### config.mk
export PLATFORM = sky130hd
export DESIGN_NAME = codec_port_irq_clock_ctrl
export DESIGN_NICKNAME = d
export VERILOG_FILES = /design/src/codec_port_pkg.sv /design/src/codec_port_irq_clock_ctrl.sv
export SDC_FILE = /design/constraint.sdc
export NUM_CORES = 1
export LEC_CHECK = 0
export BUFFER_PORTS_ARGS = -buffer_cell sky130_fd_sc_hd__buf_2
export CAP_MARGIN = 20
export CORE_MARGIN = 2
export CORE_UTILIZATION = 50
export DETAILED_ROUTE_END_ITERATION = 8
export GPL_TIMING_DRIVEN = 1
export PLACE_DENSITY_LB_ADDON = 0.08
export SLEW_MARGIN = 40
export SYNTH_ARGS = -nofsm -noshare
export SYNTH_HDL_FRONTEND = slang
export SYNTH_SLANG_ARGS = --single-unit
### constraint.sdc
create_clock -name clk -period 4.15 [get_ports clk]
set_clock_uncertainty 0.2 [all_clocks]
set_input_delay 0.83 -clock clk [delete_from_list [all_inputs] [get_ports clk]]
set_output_delay 0.83 -clock clk [all_outputs]
set_load 0.02 [all_outputs]
### src/codec_port_pkg.sv
/*
 Package for the codec port interrupt status and clock enable block.
 Holds register offsets, field positions and reset values.
 Assumes a 32-bit AXI4-Lite register bus and a 40 MHz system clock.
*/
package codec_port_pkg;
   // Register byte offsets.
   localparam logic [11:0] OFF_IRQ_CTRL_STATUS = 12'h284;
   localparam logic [11:0] OFF_CLK_EN_EDGE_SEL = 12'h290;
   localparam logic [11:0] OFF_PORT_STATE      = 12'h298;
   // Status bit positions.
   localparam int ST_FS_STOPPED = 20;
   localparam int ST_RX_LEVEL   = 22;
   localparam int ST_RX_OVF     = 23;
   localparam int ST_DMA_DONE   = 24;
   localparam int ST_BUF1_DONE  = 25;
   localparam int ST_BUF2_DONE  = 26;
   localparam int ST_TX_LEVEL   = 27;
   localparam int ST_TX_NODATA  = 28;
   localparam int ST_TX_DONE    = 29;
   localparam int ST_FS_EDGE    = 31;
   // Clock enable register bit positions.
   localparam int CE_ROOT = 0;
   localparam int CE_BIT  = 1;
   localparam int CE_FS   = 2;
   localparam int CE_EDGE = 3;
   // Writable masks and reset values.
   localparam logic [15:0] ENABLE_MASK   = 16'h bfd0;
   localparam logic [31:0] STATUS_W1C    = 32'h b7900000;
   localparam logic [15:0] ENABLE_RESET  = 16'h0000;
   localparam logic [3:0]  CLK_EN_RESET  = 4'h0;
   localparam logic [1:0]  RESP_OKAY     = 2'h0;
   localparam logic [1:0]  RESP_SLVERR   = 2'h2;
endpackage

### src/codec_port_irq_clock_ctrl.sv
/*
 Interrupt status, enables and glitch-free clock gating for a serial codec
 port. Assumes the divider, FIFOs and DMA engine sit outside and report their
 events and levels as single-cycle pulses or levels on the system clock; the
 frame-sync pin is asynchronous and passes a three-stage synchroniser.
*/
// What this block does
// Frame-sync interrupt uses falling edge when edge select set, else rising.
// Set frame-sync-stopped status when a stop completes; write one clears.
// Setting frame-sync enable clears frame-sync-stopped status.
// Receive level status follows level at or above threshold while enabled.
// Receive overflow sets sticky status when receiver enabled; write one clears.
// DMA-complete status sets with transmit and DMA enabled; write one clears.
// DMA completes when count expires and other buffer is off or finished.
// Buffer one finished status blocks buffer reuse until cleared by one.
// Buffer two finished status blocks buffer reuse until cleared by one.
// Transmit level status follows empty count at or above threshold.
// Software uses transmit level status only outside DMA mode.
// In DMA mode an empty FIFO sets out-of-data, no pop, zeros sent.
// Out-of-data status is raised only in DMA mode.
// Transmit complete sets on empty FIFO plus DMA-complete in DMA mode.
// Frame-sync status sets on the selected edge; write one clears.
// Edge select zero picks rising edge, one picks falling edge.
// Root clock stops only while low and is then held low.
// Software programs dividers, waits one bit period, then enables bit clock.
// Frame-sync enable changes only when divider frame sync is at stop level.
// Software writes zero to reserved status positions.
// Writing zero leaves status unchanged; low half holds enables.
// Status bits set regardless of their interrupt enables.
// Interrupt output is high while any enabled status bit is set.
`timescale 1ns/1ps
`default_nettype none
module codec_port_irq_clock_ctrl
   import codec_port_pkg::*;
(
   // Clock, reset and clock enable.
   input  wire logic        clk,
   input  wire logic        rst,
   input  wire logic        ce,
   // AXI4-Lite slave.
   input  wire logic [11:0] s_axi_awaddr,
   input  wire logic        s_axi_awvalid,
   output logic             s_axi_awready,
   input  wire logic [31:0] s_axi_wdata,
   input  wire logic [3:0]  s_axi_wstrb,
   input  wire logic        s_axi_wvalid,
   output logic             s_axi_wready,
   output logic [1:0]       s_axi_bresp,
   output logic             s_axi_bvalid,
   input  wire logic        s_axi_bready,
   input  wire logic [11:0] s_axi_araddr,
   input  wire logic        s_axi_arvalid,
   output logic             s_axi_arready,
   output logic [31:0]      s_axi_rdata,
   output logic [1:0]       s_axi_rresp,
   output logic             s_axi_rvalid,
   input  wire logic        s_axi_rready,
   // Control from the transmit and receive control registers.
   input  wire logic        tx_enable,
   input  wire logic        tx_dma_enable,
   input  wire logic        buf1_enable,
   input  wire logic        buf2_enable,
   input  wire logic        rx_enable,
   input  wire logic        fs_stop_level,
   input  wire logic        fs_is_output,
   // FIFO and DMA events.
   input  wire logic        rx_at_threshold,
   input  wire logic        rx_overflow,
   input  wire logic        tx_empty_at_threshold,
   input  wire logic        tx_fifo_empty,
   input  wire logic        tx_frame_need,
   input  wire logic        buf1_count_expired,
   input  wire logic        buf2_count_expired,
   // Clocks and frame sync from the divider and the pin.
   input  wire logic        root_clk_raw,
   input  wire logic        fs_divider,
   input  wire logic        fs_pin,
   // Gated outputs.
   output logic             root_clk_gated,
   output logic             bit_clk_enable,
   output logic             fs_out,
   output logic             tx_pop,
   output logic             tx_send_zero,
   output logic             buf1_usable,
   output logic             buf2_usable,
   output logic             irq
);

   // Status, enables and clock controls.
   logic [31:16] status_q;
   logic [31:16] status_d;
   logic [15:0]  enable_q;
   logic [3:0]   clk_en_q;
   logic         root_run_q;
   logic         fs_run_q;
   logic         fs_stopping_q;
   logic [2:0]   fs_sync_q;
   logic         fs_level_q;

   // Bus handshake state.
   logic         aw_held_q;
   logic         w_held_q;
   logic [11:0]  awaddr_q;
   logic [31:0]  wdata_q;
   logic [3:0]   wstrb_q;

   // Write one to a sticky status bit clears it; zero leaves it alone.
   function automatic logic [31:0] byte_mask(input logic [3:0] strb);
      byte_mask = {{8{strb[3]}}, {8{strb[2]}}, {8{strb[1]}}, {8{strb[0]}}};
   endfunction

   // Write decode.
   wire        wr_fire     = aw_held_q && w_held_q && !s_axi_bvalid && ce;
   wire [31:0] wr_bits     = wdata_q & byte_mask(wstrb_q);
   wire        wr_irq_reg  = wr_fire && (awaddr_q == OFF_IRQ_CTRL_STATUS);
   wire        wr_clk_reg  = wr_fire && (awaddr_q == OFF_CLK_EN_EDGE_SEL);
   wire        wr_known    = (awaddr_q == OFF_IRQ_CTRL_STATUS) ||
                             (awaddr_q == OFF_CLK_EN_EDGE_SEL) ||
                             (awaddr_q == OFF_PORT_STATE);
   wire [31:0] w1c         = wr_irq_reg ? (wr_bits & STATUS_W1C) : 32'h0;

   // Frame-sync edges, seen only after stages two and three agree.
   wire fs_now     = fs_sync_q[2];
   wire fs_agree   = (fs_sync_q[1] == fs_sync_q[2]);
   wire fs_rise    = fs_agree && fs_now && !fs_level_q;
   wire fs_fall    = fs_agree && !fs_now && fs_level_q;
   wire fs_sel_hit = clk_en_q[CE_EDGE] ? fs_fall : fs_rise;

   // Transmit and DMA qualification.
   wire dma_mode   = tx_enable && tx_dma_enable;
   wire b1_end     = dma_mode && buf1_enable && buf1_count_expired;
   wire b2_end     = dma_mode && buf2_enable && buf2_count_expired;
   wire dma_done   = (b1_end && (!buf2_enable || status_q[ST_BUF2_DONE])) ||
                     (b2_end && (!buf1_enable || status_q[ST_BUF1_DONE]));
   wire underrun   = dma_mode && tx_fifo_empty && tx_frame_need;
   wire tx_finish  = tx_enable && tx_fifo_empty &&
                     (!tx_dma_enable || status_q[ST_DMA_DONE]);
   wire fs_en_set  = wr_clk_reg && wr_bits[CE_FS] && !clk_en_q[CE_FS];
   wire fs_at_stop = (fs_divider == fs_stop_level);
   wire fs_stop_ok = fs_stopping_q && fs_at_stop && fs_is_output;

   // Next status: set wins over a write-one clear for sticky bits.
   always_comb begin
      status_d = status_q & ~w1c[31:16];
      if (fs_stop_ok)  status_d[ST_FS_STOPPED] = 1'b1;
      if (fs_en_set || clk_en_q[CE_FS]) status_d[ST_FS_STOPPED] = 1'b0;
      status_d[ST_RX_LEVEL] = rx_enable && rx_at_threshold;
      if (rx_enable && rx_overflow) status_d[ST_RX_OVF] = 1'b1;
      if (dma_done)    status_d[ST_DMA_DONE]  = 1'b1;
      if (b1_end)      status_d[ST_BUF1_DONE] = 1'b1;
      if (b2_end)      status_d[ST_BUF2_DONE] = 1'b1;
      status_d[ST_TX_LEVEL] = tx_empty_at_threshold;
      if (underrun)    status_d[ST_TX_NODATA] = 1'b1;
      if (tx_finish)   status_d[ST_TX_DONE]   = 1'b1;
      if (fs_sel_hit)  status_d[ST_FS_EDGE]   = 1'b1;
      status_d[21]    = 1'b0;
      status_d[19:16] = 4'h0;
      status_d[30]    = 1'b0;
   end

   // Status and enable registers.
   always_ff @(posedge clk or posedge rst) begin
      if (rst) begin
         status_q <= 16'h0;
         enable_q <= ENABLE_RESET;
         clk_en_q <= CLK_EN_RESET;
      end else if (ce) begin
         status_q <= status_d;
         if (wr_irq_reg) enable_q <= wr_bits[15:0] & ENABLE_MASK;
         if (wr_clk_reg) clk_en_q <= wr_bits[3:0];
      end
   end

   // Frame-sync synchroniser; the first stage feeds only the second.
   always_ff @(posedge clk or posedge rst) begin
      if (rst) begin
         fs_sync_q  <= 3'h0;
         fs_level_q <= 1'b0;
      end else if (ce) begin
         fs_sync_q <= {fs_sync_q[1:0], fs_pin};
         if (fs_agree) fs_level_q <= fs_now;
      end
   end

   // Root clock gate: the enable only moves while the raw clock is low,
   // so neither a stop nor a start can cut a high phase short.
   always_ff @(posedge clk or posedge rst) begin
      if (rst) begin
         root_run_q <= 1'b0;
      end else if (ce && !root_clk_raw) begin
         root_run_q <= clk_en_q[CE_ROOT];
      end
   end
   assign root_clk_gated = root_clk_raw & root_run_q;

   // Frame-sync gate: start and stop only at the programmed stop level.
   always_ff @(posedge clk or posedge rst) begin
      if (rst) begin
         fs_run_q      <= 1'b0;
         fs_stopping_q <= 1'b0;
      end else if (ce) begin
         if (fs_at_stop) fs_run_q <= clk_en_q[CE_FS];
         fs_stopping_q <= !clk_en_q[CE_FS] &&
                          (fs_run_q || fs_stopping_q) && !fs_stop_ok;
      end
   end

   // Frame sync output sits at the stop level whenever gated off.
   always_ff @(posedge clk or posedge rst) begin
      if (rst) begin
         fs_out <= 1'b0;
      end else if (ce) begin
         fs_out <= fs_run_q ? fs_divider : fs_stop_level;
      end
   end

   // Bit clock enable is a plain control; clean start is software's job.
   assign bit_clk_enable = clk_en_q[CE_BIT];

   // Transmit pop control and buffer reuse gating.
   assign tx_pop       = tx_enable && tx_frame_need && !tx_fifo_empty;
   assign tx_send_zero = tx_enable && tx_frame_need && tx_fifo_empty;
   assign buf1_usable  = buf1_enable && !status_q[ST_BUF1_DONE];
   assign buf2_usable  = buf2_enable && !status_q[ST_BUF2_DONE];

   // Interrupt output: status gated by the enable sixteen places lower.
   assign irq = |(status_q & enable_q);

   // Write address and data are latched independently, in either order.
   always_ff @(posedge clk or posedge rst) begin
      if (rst) begin
         aw_held_q    <= 1'b0;
         w_held_q     <= 1'b0;
         awaddr_q     <= 12'h0;
         wdata_q      <= 32'h0;
         wstrb_q      <= 4'h0;
         s_axi_bvalid <= 1'b0;
         s_axi_bresp  <= RESP_OKAY;
      end else if (ce) begin
         if (s_axi_awvalid && s_axi_awready) begin
            aw_held_q <= 1'b1;
            awaddr_q  <= {s_axi_awaddr[11:2], 2'h0};
         end
         if (s_axi_wvalid && s_axi_wready) begin
            w_held_q <= 1'b1;
            wdata_q  <= s_axi_wdata;
            wstrb_q  <= s_axi_wstrb;
         end
         if (wr_fire) begin
            aw_held_q    <= 1'b0;
            w_held_q     <= 1'b0;
            s_axi_bvalid <= 1'b1;
            s_axi_bresp  <= wr_known ? RESP_OKAY : RESP_SLVERR;
         end else if (s_axi_bready) begin
            s_axi_bvalid <= 1'b0;
         end
      end
   end
   assign s_axi_awready = !aw_held_q && !s_axi_bvalid && ce;
   assign s_axi_wready  = !w_held_q && !s_axi_bvalid && ce;

   // Read decode; the third word shows the live gate and pin state.
   wire [11:0] rd_addr  = {s_axi_araddr[11:2], 2'h0};
   wire        rd_irq   = (rd_addr == OFF_IRQ_CTRL_STATUS);
   wire        rd_clk   = (rd_addr == OFF_CLK_EN_EDGE_SEL);
   wire        rd_state = (rd_addr == OFF_PORT_STATE);
   wire [31:0] rd_mux   = rd_irq ? {status_q, enable_q} :
                          rd_clk ? {28'h0, clk_en_q} :
                          rd_state ? {28'h0, fs_level_q, fs_stopping_q,
                                      fs_run_q, root_run_q} : 32'h0;

   // Read channel: one cycle from address to data.
   always_ff @(posedge clk or posedge rst) begin
      if (rst) begin
         s_axi_rvalid <= 1'b0;
         s_axi_rdata  <= 32'h0;
         s_axi_rresp  <= RESP_OKAY;
      end else if (ce) begin
         if (s_axi_arvalid && s_axi_arready) begin
            s_axi_rvalid <= 1'b1;
            s_axi_rdata  <= rd_mux;
            s_axi_rresp  <= (rd_irq || rd_clk || rd_state) ?
                            RESP_OKAY : RESP_SLVERR;
         end else if (s_axi_rready) begin
            s_axi_rvalid <= 1'b0;
         end
      end
   end
   assign s_axi_arready = !s_axi_rvalid && ce;

endmodule // codec_port_irq_clock_ctrl
`default_nettype wire

### Word-level counts from Yosys, hierarchy flattened

Cells that the tools add are included.
W data, S select, Z words.

| storage, ports and cells | value |
|---|---|
| flip-flop bits (word level) | 118 |
| bits of input ports | 85 |
| output and inout port bits | 49 |
| word-level logic and storage cells | 141 |

| cells by class | value |
|---|---|
| eq/ne operators | 8 |
| muxes and demuxes | 25 |
| bitwise gates (word level) | 5 |
| reductions and logical operators | 84 |

Operators by type and width:

| operator | number |
|---|---|
| $mux W32 | 2 |
| $eq A10 B8 Y1 const B | 6 |
| $logic_and A1 B1 Y1 | 42 |
| $and A16 B16 Y16 | 2 |
| $and A32 B32 Y32 | 1 |
| $reduce_and A2 Y1 | 12 |
| $mux W1 | 19 |
| $not A16 Y16 | 1 |
| $reduce_or A16 Y1 | 1 |
| $logic_not A1 Y1 | 15 |
| $logic_or A1 B1 Y1 | 10 |
| $mux W4 | 2 |
| $reduce_bool A2 Y1 | 4 |
| $mux W2 | 2 |
| $eq A1 B1 Y1 | 2 |
| $and A1 B1 Y1 | 1 |

### Longest topological paths before layout

| depth | value |
|---|---|
| depth in word-level cells | 9 |
| gate-level depth with buffers | 7 |
| gate-level depth less buffers | 4 |

### Worst setup path before layout

No wires, ideal clock.

| timing | value |
|---|---|
| path kind | input to output |
| start | input port ce |
| end | output port s_axi_arready |
| arrival | 1,714 ps |
| required time | 3,120 ps |
| setup slack | 1,406 ps |
| cell stages on the path | 4 |
| path through | buf_2 > buf_1 > inv_1 > nor2_1 |

| between the ends | value |
|---|---|
| longest elaborated chain between the ends | 1 |

Ends and longest elaborated chain:

| element | line | source |
|---|---|---|
| from (decl) | codec_port_irq_clock_ctrl.sv:39 | `input wire logic ce,` |
| $logic_and A1 B1 Y1 | codec_port_irq_clock_ctrl.sv:289 | `assign s_axi_arready = !s_axi_rvalid && ce;` |
| to (decl) | codec_port_irq_clock_ctrl.sv:53 | `output logic s_axi_arready,` |

Every way passes these cells.

### Worst setup path after layout

Same ends and word-level chain as after synthesis.

==> flow_summary.ini <==
[run_status]
status = finished clean

[global_routing]
grt_use_met2 = 0.2975
antenna_found_initial = 0
first_global_vias = 3008
met3_usage = 0.03685
track_usage = 0.2003
grt_util_met1 = 0.2969
grt_max_degree = 57
grt.overflow.total = 0
grt_pass1_wl_um = 15100
busiest_layer = met2

[cells_and_area]
fin_cells = 609
mostFrequentLayoutCell = buf_2
antenna_cells = 0
layout_common_cells = 109 x buf_2, 98 x dfrtp_1, 94 x nand2_1
nFillCells = 718
layout.nets = 587
area_growth_pct = 18.32
drive_gt1_frac = 0.3869

[timing]
tns_ns = 0
relSlewSlack = 0.5545
drv_slew = 0
rsz0062_at_grt = false
min_period_ns = 2.735
worst_hold_slack_ns = 0.2957
setup_violations = 0
setup_slack_ns = 1.415
timing.final.crit_share = 0.6590
tightest_slew_ns = 0.6683
finalHoldViolCount = 0
fmax_mhz = 365.7

[setup_path]
critPathMostFrequentCell = buf_2
path_delay_family = buffers and inverters
startpoint_type = primary input
critical_path_required_ns = 3.12
crit_path_top_delay_cell = buf_2
r2r-start = awaddr_q[8]
cpPeakStageDelay_ns = 0.39
cp.arrival_ns = 1.70
cp_cell_sequence = buf_2 -> inv_1 -> nor2_1 -> buf_2
reg2reg_to = status_q[24]
worstRegToRegCells = 4
critPathKind = primary input to output port
critPathBufInv = 3
r2r_slack_ns = 2.02
cp-end-kind = output port
cp_max_fo = 28

[placement]
portBuffers = 109
place_inst = 594
hpwl_um = 6769
preCtsSetupSlack_ns = 1.282
gp_congestion = 0.8301

[clock_network]
holdBufCountCts = 0
clock_latency_ns = 0.34
path_clk_slew_ns = 0.10
cts_root_buf = clkbuf_8
cts_buffer_depth = 2
cts_tree = done
cts_sinks = 98
post_cts_buffers = 0
cts_made_buffers = 9
htree_levels = 3
cts_resized = 0

[drt]
drtIter0Drc = 124
viasPerCell = 5.117
ant_nets = 0
wl_per_cell_um = 14.67
firstDrtPassIters = 4
routed_wl_um = 8932
vias = 3116
drc = 0

[hold_path]
worstHoldStart = s_axi_rdata[2]
hp-class = register to register
min_delay_worst_endpoint = s_axi_rdata[2]
holdPathStages = 2

[die]
start_util = 0.5194
fp.coreArea_sq_um = 8299
io_pins = 134
fp.dieW_um = 96.85
rows = 33
die_h_um = 96.85
dieArea_sq_um = 9380

[yosys]
async_flop_share = 1.000
synthFlopType = dfrtp_1
synth_area_sq_um = 4310
yosysWarnings = 0
yosysSeqAreaShare = 0.5689
ys_ff_latch = 98
synth_edf_count = 0
synthTopCellsByArea = dfrtp_1 57%, mux2_2 10%, nand2_1 8.2%
yosys.area.top_type_share = 0.5689
yosysTopAreaCell = dfrtp_1
syn_inst = 394
syn_avg_cell_area_sq_um = 10.94
yosysUniqueCellTypes = 43

[power_and_ir_drop]
leakage_uw = 0.002435
cellPowerDensity_nw_per_um2 = 504.6
ir_drop_uv = 291.1
fin_total_pwr_uw = 2573

[flow_run]
drv_cap = 0
-- kinds of logic (layout without fill, tap and decap cells) --
kind of cell    after synthesis  count (layout)  synth area share
buf+inv                      37             138           0.04703
other cells                   1              10         0.0008700
fa+ha+maj                     2               2          0.005805
xor+xnor                      1               1          0.002032
simple gates                140             140            0.1498
flops                        98              98            0.5689
mux                          44              44            0.1135
compound gates               71              71            0.1120
-- sequential cells by signal, indices dropped and copies added (netlist names), 3 cells and up --
name / cells
s_axi_rdata: 24
wdata_q: 22
status_q: 10
enable_q: 10
clk_en_q: 4
wstrb_q: 4
awaddr_q: 10
fs_sync_q: 3
-- report_power, final --
part | total, uW | switching [uW] | internal (uW)
combinational | 584 | 282 | 301
clock | 617 | 308 | 309
sequential | 1370 | 175 | 1200
total | 2570 | 766 | 1810
-- worst reg2reg max path: stages (launching register included) --
cell and delay (ns):
dfrtp_1 0.39, nor4b_1 0.58, nand4_1 0.41, o21ai_0 0.28
o221ai_1 0.14
-- how the worst max path moves through the flow --
| stage | endpoint | depth (start not counted) | startpoint |
|---|---|---|---|
| after CTS | s_axi_arready | 4 | ce |
| after global placement | s_axi_rresp[1] | 6 | ce |
| after detailed placement | s_axi_rresp[1] | 6 | ce |
| after global routing | s_axi_arready | 4 | ce |
| final | s_axi_arready | 4 | ce |
| after floorplan | aw_held_q | 1 | rst |
-- per-layer routing --
| metal | vias to the layer above | routed length, um | share of wire |
|---|---|---|---|
| li1 | 1547 | - | - |
| met1 | 1461 | 4249 | 0.48 |
| met2 | 99 | 4028 | 0.45 |
| met3 | 9 | 527 | 0.059 |
| met4 | 0 | 127 | 0.014 |
| met5 | - | 0 | 0 |
-- metrics by stage --
step | area, sq um | util
2_1_floorplan | 4344 | -
3_3_place_gp | 4900 | 0.5904
3_5_place_dp | 4900 | 0.5904
4_1_cts | 5100 | 0.6145
5_1_grt | 5100 | 0.6145
6_report | 5100 | 0.6145
-- area by class of cell --
| cell class | instances | area [sq um] | area share |
|---|---|---|---|
| clock buffers | 11 | 151.4 | 0.02969 |
| repair buffers | 116 | 598.1 | 0.1173 |
| well taps | 105 | 131.4 | 0.02576 |
| flip-flops and latches | 98 | 2452 | 0.4809 |
| multi-input cells | 268 | 1689 | 0.3312 |
| inverters | 7 | 28.78 | 0.005643 |
| clock inverters | 4 | 48.80 | 0.009568 |
-- cell usage after synthesis, types with 3 or more instances --
master and instances:
a21oi_1 3, a21oi_2 20, a22oi_1 3, and3_1 3, buf_1 5, buf_2 3
buf_4 12, clkbuf_1 8, dfrtp_1 98, inv_1 7, mux2_2 39, mux2i_1 5
nand2_1 94, nand3_1 5, nand4_1 4, nor2_1 13, nor2b_1 3, nor3b_1 5
o21ai_0 27, o21ai_1 4
Power figures use the tool's default switching activity.
